## src/rtl/clpl_pkg.sv

```systemverilog
// constants for the configuration latch port and link fault block
// Summary of operation
// each channel fault combines rate, amplitude, density, disable, local clock, training clock
// link_fault_n is low if any condition holds, high only when none holds
// a write strobe stores the data bus into the latch chosen by the address
// configuration uses a four-bit address bus and an eight-bit data bus
// reset loads every configuration latch with its initialization value
// strobe is active low; latch follows held address and data while low
// force_local_clock_n low makes the PLL follow training clock, fault low
package clpl_pkg;

  localparam int unsigned NUM_CH  = 4;
  localparam int unsigned ADDR_W  = 4;
  localparam int unsigned DATA_W  = 8;
  localparam int unsigned SYNC_W  = 1 + ADDR_W + DATA_W + 5 * NUM_CH;

  // each channel's latches sit at address base + channel index
  localparam logic [ADDR_W-1:0] CH_ADDR_BASE = 4'h0;
  localparam logic [ADDR_W-1:0] CH_ADDR_LAST = 4'h3;

  // field positions inside a channel's data byte
  localparam int unsigned RATE_BIT = 0;
  localparam int unsigned AMP_LSB  = 1;
  localparam int unsigned PWR_BIT  = 3;
  localparam int unsigned BIST_LSB = 4;

  // initialization values taken on reset
  localparam logic       RATE_RST = 1'h0;
  localparam logic [1:0] AMP_RST  = 2'h0;
  localparam logic       PWR_RST  = 1'h1;
  localparam logic [1:0] BIST_RST = 2'h3;
  localparam logic       LFN_RST  = 1'h0;

endpackage : clpl_pkg

```

## src/rtl/clpl_top.sv

```systemverilog
// configuration latch write port and per-channel link fault outputs
`timescale 1ns/10ps
module clpl_top
  import clpl_pkg::*;
(
  input  wire logic                core_clk_i,
  input  wire logic                rst_i,
  input  wire logic                clk_en_i,
  input  wire logic                cfg_write_strobe_n_i,
  input  wire logic [ADDR_W-1:0]   cfg_addr_i,
  input  wire logic [DATA_W-1:0]   cfg_data_i,
  input  wire logic [NUM_CH-1:0]   rate_out_of_range_i,
  input  wire logic [NUM_CH-1:0]   amp_below_level_i,
  input  wire logic [NUM_CH-1:0]   density_low_i,
  input  wire logic [NUM_CH-1:0]   force_local_clock_n_i,
  input  wire logic [NUM_CH-1:0]   training_clock_present_i,
  output logic      [NUM_CH-1:0]   link_fault_n_o,
  output logic      [NUM_CH-1:0]   rx_recovery_pll_use_training_o,
  output logic      [NUM_CH-1:0]   rx_clock_rate_sel_o,
  output logic      [2*NUM_CH-1:0] sig_detect_amp_sel_o,
  output logic      [NUM_CH-1:0]   rx_channel_power_o,
  output logic      [2*NUM_CH-1:0] rx_selftest_ctrl_o
);

  logic [SYNC_W-1:0] pins_async;
  logic [SYNC_W-1:0] pins_sync;
  logic              wr_active;
  logic [ADDR_W-1:0] addr_s;
  logic [DATA_W-1:0] data_s;
  logic [NUM_CH-1:0] rate_bad_s;
  logic [NUM_CH-1:0] amp_low_s;
  logic [NUM_CH-1:0] dens_low_s;
  logic [NUM_CH-1:0] local_clk_s;
  logic [NUM_CH-1:0] trg_absent_s;
  logic              addr_hit;

  // active-low pins are inverted ahead of the synchroniser so reset to
  // zero means idle strobe and no forced local clock
  assign pins_async = {~cfg_write_strobe_n_i,
                       cfg_addr_i,
                       cfg_data_i,
                       rate_out_of_range_i,
                       amp_below_level_i,
                       density_low_i,
                       ~force_local_clock_n_i,
                       ~training_clock_present_i};

  clpl_sync #(
    .WIDTH (SYNC_W)
  ) u_sync (
    .core_clk_i (core_clk_i),
    .rst_i      (rst_i),
    .clk_en_i   (clk_en_i),
    .async_i    (pins_async),
    .sync_o     (pins_sync)
  );

  assign {wr_active,
          addr_s,
          data_s,
          rate_bad_s,
          amp_low_s,
          dens_low_s,
          local_clk_s,
          trg_absent_s} = pins_sync;

  // addresses outside the channel latches are ignored
  assign addr_hit = (addr_s >= CH_ADDR_BASE) && (addr_s <= CH_ADDR_LAST);

  for (genvar ch = 0; ch < NUM_CH; ch++)
  begin : g_ch
    localparam logic [ADDR_W-1:0] MY_ADDR =
      ADDR_W'(CH_ADDR_BASE + ADDR_W'(ch));

    logic       rate_q;
    logic       rate_d;
    logic [1:0] amp_q;
    logic [1:0] amp_d;
    logic       pwr_q;
    logic       pwr_d;
    logic [1:0] bist_q;
    logic [1:0] bist_d;
    logic       lfn_q;
    logic       lfn_d;
    logic       wr_sel;
    logic       fault_any;

    // latch follows address and data for as long as the strobe is low
    assign wr_sel = clk_en_i && wr_active && addr_hit &&
                    (addr_s == MY_ADDR);

    always_comb
    begin
      rate_d = rate_q;
      amp_d  = amp_q;
      pwr_d  = pwr_q;
      bist_d = bist_q;
      if (wr_sel)
      begin
        rate_d = data_s[RATE_BIT];
        amp_d  = data_s[AMP_LSB +: 2];
        pwr_d  = data_s[PWR_BIT];
        bist_d = data_s[BIST_LSB +: 2];
      end
    end

    always_ff @(posedge core_clk_i or posedge rst_i)
    begin
      if (rst_i)
      begin
        rate_q <= RATE_RST;
        amp_q  <= AMP_RST;
        pwr_q  <= PWR_RST;
        bist_q <= BIST_RST;
      end
      else
      begin
        rate_q <= rate_d;
        amp_q  <= amp_d;
        pwr_q  <= pwr_d;
        bist_q <= bist_d;
      end
    end

    // six fault conditions; a powered-down channel counts as disabled
    assign fault_any = rate_bad_s[ch] | amp_low_s[ch] | dens_low_s[ch] |
                       ~pwr_q | local_clk_s[ch] |
                       trg_absent_s[ch];

    always_comb
    begin
      lfn_d = lfn_q;
      if (clk_en_i)
      begin
        lfn_d = ~fault_any;
      end
    end

    always_ff @(posedge core_clk_i or posedge rst_i)
    begin
      if (rst_i)
      begin
        lfn_q <= LFN_RST;
      end
      else
      begin
        lfn_q <= lfn_d;
      end
    end

    assign link_fault_n_o[ch]                 = lfn_q;
    assign rx_recovery_pll_use_training_o[ch] = local_clk_s[ch];
    assign rx_clock_rate_sel_o[ch]            = rate_q;
    assign sig_detect_amp_sel_o[2*ch +: 2]    = amp_q;
    assign rx_channel_power_o[ch]             = pwr_q;
    assign rx_selftest_ctrl_o[2*ch +: 2]      = bist_q;
  end

endmodule : clpl_top

```

## src/rtl/clpl_sync.sv

```systemverilog
// two flip-flop synchroniser for asynchronous pin inputs
`timescale 1ns/10ps
module clpl_sync
  import clpl_pkg::*;
#(
  parameter int unsigned WIDTH = 1
) (
  input  wire logic             core_clk_i,
  input  wire logic             rst_i,
  input  wire logic             clk_en_i,
  input  wire logic [WIDTH-1:0] async_i,
  output logic      [WIDTH-1:0] sync_o
);

  logic [WIDTH-1:0] meta_q;
  logic [WIDTH-1:0] meta_d;
  logic [WIDTH-1:0] sync_q;
  logic [WIDTH-1:0] sync_d;

  always_comb
  begin
    meta_d = clk_en_i ? async_i : meta_q;
    sync_d = clk_en_i ? meta_q : sync_q;
  end

  always_ff @(posedge core_clk_i or posedge rst_i)
  begin
    if (rst_i)
    begin
      meta_q <= '0;
      sync_q <= '0;
    end
    else
    begin
      meta_q <= meta_d;
      sync_q <= sync_d;
    end
  end

  assign sync_o = sync_q;

endmodule : clpl_sync

```

## config.mk

```make
export PLATFORM = sky130hd
export DESIGN_NAME = clpl_top
export DESIGN_NICKNAME = d
export VERILOG_FILES = /design/src/rtl/clpl_pkg.sv /design/src/rtl/clpl_top.sv /design/src/rtl/clpl_sync.sv
export SDC_FILE = /design/constraint.sdc
export NUM_CORES = 1
export LEC_CHECK = 0
export BUFFER_PORTS_ARGS = -buffer_cell sky130_fd_sc_hd__buf_4
export CORE_UTILIZATION = 40
export CTS_CLUSTER_SIZE = 20
export DETAILED_ROUTE_END_ITERATION = 10
export PLACE_DENSITY_LB_ADDON = 0.2
export REMOVE_ABC_BUFFERS = 1
export SYNTH_ARGS = -nofsm -noshare
export SYNTH_HDL_FRONTEND = slang
export SYNTH_SLANG_ARGS = --single-unit
```

## constraint.sdc

```tcl
create_clock -name core_clk_i -period 2.4 [get_ports core_clk_i]
set_input_delay 0.24 -clock core_clk_i [delete_from_list [all_inputs] [get_ports core_clk_i]]
set_output_delay 0.24 -clock core_clk_i [all_outputs]
set_load 0.1 [all_outputs]
```

Word level (Yosys, flattened, before mapping):

Cells that the tools add are included.

* $lt $le $gt $ge: 2
* eq/ne operators: 3
* bitwise operators: 31
* reduce and logical (&&, ||, !) cells: 8

Operator list (number)
* OR 1 bit: 20
* inverter 1 bit: 9
* equality test 4 x 2 -> 1 bit (second input constant): 2
* inverter 4 bit: 2
* logical AND 1 bit: 7
* equality test 4 x 1 -> 1 bit (second input constant): 1
* >= comparator 4 x 1 -> 1 bit (second input constant): 1
* less-or-equal comparator 4 x 2 -> 1 bit (second input constant): 1
* zero test 4 bit: 1

* bits in registers: 94
* bits of input ports: 36
* output and inout bits: 32
* logic and storage cells: 66

Logic depth before layout (Yosys ltp):

* depth after elaboration: 6
* mapped depth: 5
* depth with buffers taken out: 3

Hierarchy:

A second synthesis with hierarchy kept.

* cells, all modules: 240
* area, all modules: 3926.3 µm²

By module, submodules not included
* clpl_sync: times used 1, cells each 140, area each 2615.0 µm², seq. area each 1651.6 µm²
* clpl_top: times used 1, cells each 100, area each 1311.3 µm², seq. area each 715.7 µm²

Least setup slack after synthesis:

No wires, ideal clock.

* path type: reg-to-reg
* start point: register u_sync.sync_q[31] (netlist: u_sync.sync_o[31])
* end point: register g_ch[3].amp_q[0]
* library setup time: 126 ps
* data arrival time: 1290 ps
* data required time: 2274 ps
* slack: 984 ps
* cell stages (with the launch flop): 5
* buffers on the path: 1
* clock period less this slack: 1416 ps
* cells stage by stage: dfrtp_1 and4bb_4 and3_4 buf_6 mux2_4

* longest elaborated chain between the ends: 4
* elaborated cells between the ends (all ways): 6
* those cells by class: order compare (2); eq/ne (1); reduce/logical (3)

Ends and longest elaborated chain
* from (decl): RTL line clpl_sync.sv:17 `logic [WIDTH-1:0] sync_q;`
* from (signal assigned): RTL line clpl_sync.sv:36 `sync_q <= sync_d;`
* >= comparator 4 x 1 -> 1 bit / less-or-equal comparator 4 x 2 -> 1 bit (equally long branches): RTL line clpl_top.sv:68 `assign addr_hit = (addr_s >= CH_ADDR_BASE) && (addr_s <= CH_ADDR_LAST);`
* logical AND 1 bit: RTL line clpl_top.sv:68
* logical AND 1 bit: RTL line clpl_top.sv:89 `assign wr_sel = clk_en_i && wr_active && addr_hit &&`
* logical AND 1 bit *: RTL line clpl_top.sv:89
* to (signal assigned): RTL line clpl_top.sv:119 `amp_q <= amp_d;`
* to (decl): RTL line clpl_top.sv:77 `logic [1:0] amp_q;`

Every way passes the cells marked *; elsewhere a longest branch is shown, timed or not.
A chain may end at the register's enable or synchronous reset.

Worst setup path after layout:

* start point: register u_sync.sync_q[31] (netlist: u_sync.sync_o[31])
* end point: register g_ch[3].rate_q

* longest elaborated chain between the ends: 4
* elaborated cells between the ends (all ways): 6
* those cells by class: order compare (2); eq/ne (1); reduce/logical (3)

Ends and longest elaborated chain
* >= comparator 4 x 1 -> 1 bit / less-or-equal comparator 4 x 2 -> 1 bit (equally long branches): RTL line clpl_top.sv:68
* logical AND 1 bit: RTL line clpl_top.sv:68
* logical AND 1 bit: RTL line clpl_top.sv:89
* logical AND 1 bit *: RTL line clpl_top.sv:89
* to (signal assigned): RTL line clpl_top.sv:118 `rate_q <= rate_d;`
* to (decl): RTL line clpl_top.sv:75 `logic rate_q;`

Marked as above.

==> summary.txt <==
Outcome
  – Outcome: completed

Clock tree
  – Root buf cell: clkbuf_8
  – CTS tree: done
  – Clock-pin slew on the worst setup and hold paths: 90 ps
  – Clk sink count: 90
  – Clk_lat worst skew: 340 ps
  – Inserted Clock Buffers: 9
  – Post-CTS sizing: 0
  – CTS max path bufs: 2
  – H-tree lvl count: 3

Worst setup path
  – Req. time, crit path: 2630 ps
  – RR Startpoint: u_sync.sync_o[31]$_DFFE_PP0P_
  – Critical path origin: u_sync.sync_o[31]$_DFFE_PP0P_
  – Worst Path Max Fanout: 6
  – WS Path Type: flop to flop
  – Worst r2r path cells: 3
  – Critical path launch point type: flop
  – Crit end category: flop
  – Reg2reg end: g_ch[3].rate_q$_DFFE_PP0P_
  – Crit path arrival time: 1690 ps
  – R2R setup slack: 930 ps
  – Critical Path End: g_ch[3].rate_q$_DFFE_PP0P_

Detailed routing
  – Via density: 4.85
  – Final WL: 5880 um
  – Antenna Nets Post-Route: 0
  – DRC Markers: 0
  – First-pass detailed-route iteration total: 4
  – WL/cell: 14.7 um
  – Vias: 1943
  – First DRT Iteration DRCs: 37

Die
  – Die height: 96.6 um
  – Die ar.: 9330 um^2
  – I/O pin total: 68
  – Core Box Area: 8680 um^2
  – Cell row count: 34
  – Die width: 96.6 um
  – Initial Utilization: 41.2%

Hold path
  – Hold Crit Depth: 2
  – HP Class: input pin to flop

Synthesis
  – Sequential-to-total area share from yosys stat: 63.4%
  – Synth warn: 0
  – Post-synth top area share: 54.5%
  – Area leader, netlist: dfrtp_1
  – Cell variety after synth: 19
  – Synthesized flop and latch total: 90
  – Post-Syn Instances: 234
  – Synth area leaders: dfrtp_1 55%, mux2_2 22%, dfstp_2 8.8%
  – Syn avg cell area: 15.3 um^2
  – Mapped Area: 3580 um^2

STA
  – Fmax: 682 MHz
  – RSZ-0062 raised after global routing: no
  – Worst slew margin: 60.7%
  – Tightest Pin Transition: 590 ps
  – Final setup viols: 0
  – Period minus WS final: 1470 ps
  – Final Skew: 11.5 ps
  – TNS Setup: 0 ps
  – Max Transition Viols Final: 0
  – Final worst path period share: 61.1%
  – Final hold violations: 0

Power
  – Overall power: 5.58 mW
  – LEAKAGE: 1.91 nW
  – Pwr/cell area: 1300 nW/um^2
  – Maximum vdd ir drop: 1.07 mV

Final layout
  – Layout cells sized above 1: 59.7%
  – Seq. cell area: 2270 um^2
  – Layout Cells excl Fill: 401
  – Fill cells: 801
  – Area growth, synth to finish: 19.5%
  – Area of the multi-input gates: 1110 um^2
  – N_diodes: 0
  – Final nets: 324

Global routing
  – Vias in the first global route: 1854
  – Pin count of the biggest net entering global routing: 58
  – Gr usage total: 13.7%
  – First-pass GRT wire length: 9240 um
  – Grt total ovfl: 0
  – Initial antenna violation count: 0

Place
  – HPWL after DPL: 3920 um
  – Placed insts: 384
  – GPL Wtd Cong: 0.671
  – Buffers added on ports: 65

Flow run
  – Maximum capacitance violations: 0
-- final cells by class --
cell class | count | share of cell area [%]
clock inverters | 4 | 1.78
well taps | 108 | 3.16
flip-flops and latches | 90 | 53.0
repair buffers | 69 | 12.5
inverters | 6 | 0.556
clock buffers | 12 | 3.16
multi-input cells | 112 | 25.9
-- cells in the final DEF, fill, tap and decap left out, drive strengths merged, types with 5 or more instances in the layout --
master / Yosys / final
dfrtp: 78 / 78
a21oi: 8 / 8
nor2: 9 / 9
buf: 25 / 68
inv: 6 / 5
mux2: 77 / 77
dfstp: 12 / 12
clkbuf: 1 / 12
-- critical path: stages, from the launching register on --
cell      delay (ps)
dfrtp_1          380
and4bb_4         370
and3_4           290
mux2_4           310
-- synth_stat cells --
library cell	number
inv_1	6
mux2_4	6
nand4b_1	4
buf_4	16
nand3b_2	2
and3_4	1
o21ai_0	4
buf_6	2
and4bb_4	1
nor4_1	4
buf_2	7
a21oi_1	8
dfrtp_1	78
nor2_1	9
mux2_2	71
nand2_1	1
clkbuf_1	1
dfstp_2	12
mux2i_1	1
-- worst min-delay path by stage --
stage                                      startpoint                      endpoint  slack (ps)
after floorplan                              clk_en_i  u_sync.meta_q[1]$_DFFE_PP0P_         320
after global placement                          rst_i     g_ch[0].lfn_q$_DFFE_PP0P_         340
after detailed placement                        rst_i  u_sync.meta_q[0]$_DFFE_PP0P_         340
after CTS                 training_clock_present_i[1]  u_sync.meta_q[1]$_DFFE_PP0P_          30
after global routing         force_local_clock_n_i[0]  u_sync.meta_q[4]$_DFFE_PP0P_          30
final                        force_local_clock_n_i[0]  u_sync.meta_q[4]$_DFFE_PP0P_          50
-- logic make-up (layout without fill, tap and decap cells) --
group,count (synthesis),after routing,synth area share (%)
DFF,90,90,63.4
muxes,78,78,25.1
buffers and inverters,32,91,5.70
and+or+nand+nor,22,22,4.13
AOI/OAI and AO/OA,12,12,1.68
-- power by group --
| group | total (mW) | leakage (nW) | internal [mW] | switching, mW |
|---|---|---|---|---|
| Clock | 1.09 | 0.101 | 0.590 | 0.503 |
| Sequential | 2.11 | 1.05 | 1.91 | 0.204 |
| Combinational | 2.37 | 0.760 | 0.584 | 1.79 |
| Total | 5.58 | 1.91 | 3.09 | 2.49 |
-- layer usage --
| metal | GRT usage [%] | wire (um) | up-vias |
|---|---|---|---|
| met5 | 0 | 0 | - |
| met4 | 6.99 | 98 | 0 |
| met3 | 3.91 | 276 | 7 |
| met2 | 21.0 | 2810 | 37 |
| met1 | 17.8 | 2700 | 993 |
| li1 | - | - | 906 |
-- metrics by stage --
| stage | util, % | hold slack [ps] | setup WS, ps | cell area (um^2) |
|---|---|---|---|---|
| after global routing | 49.3 | 33.9 | 903 | 4280 |
| final | 49.3 | 55.0 | 934 | 4280 |
| after global placement | 46.7 | 336 | 802 | 4060 |
| after CTS | 49.3 | 33.8 | 928 | 4280 |
| after detailed placement | 46.7 | 337 | 784 | 4060 |
| after floorplan | - | 325 | -155 | 3400 |
-- registers in the layout, indices dropped and copies added (netlist names) --
signal / cells
u_sync.meta_q: 31
g_ch.bist_q: 8
g_ch.lfn_q: 4
g_ch.amp_q: 8
g_ch.pwr_q: 4
u_sync.sync_o: 31
g_ch.rate_q: 4
-- repair_timing --
action	CTS	global route
setup endpoints to repair	0	0
hold endpoints to repair	33	0
buffers inserted	0	0
hold buffers	1	0
(Power assumes the default switching activity.)
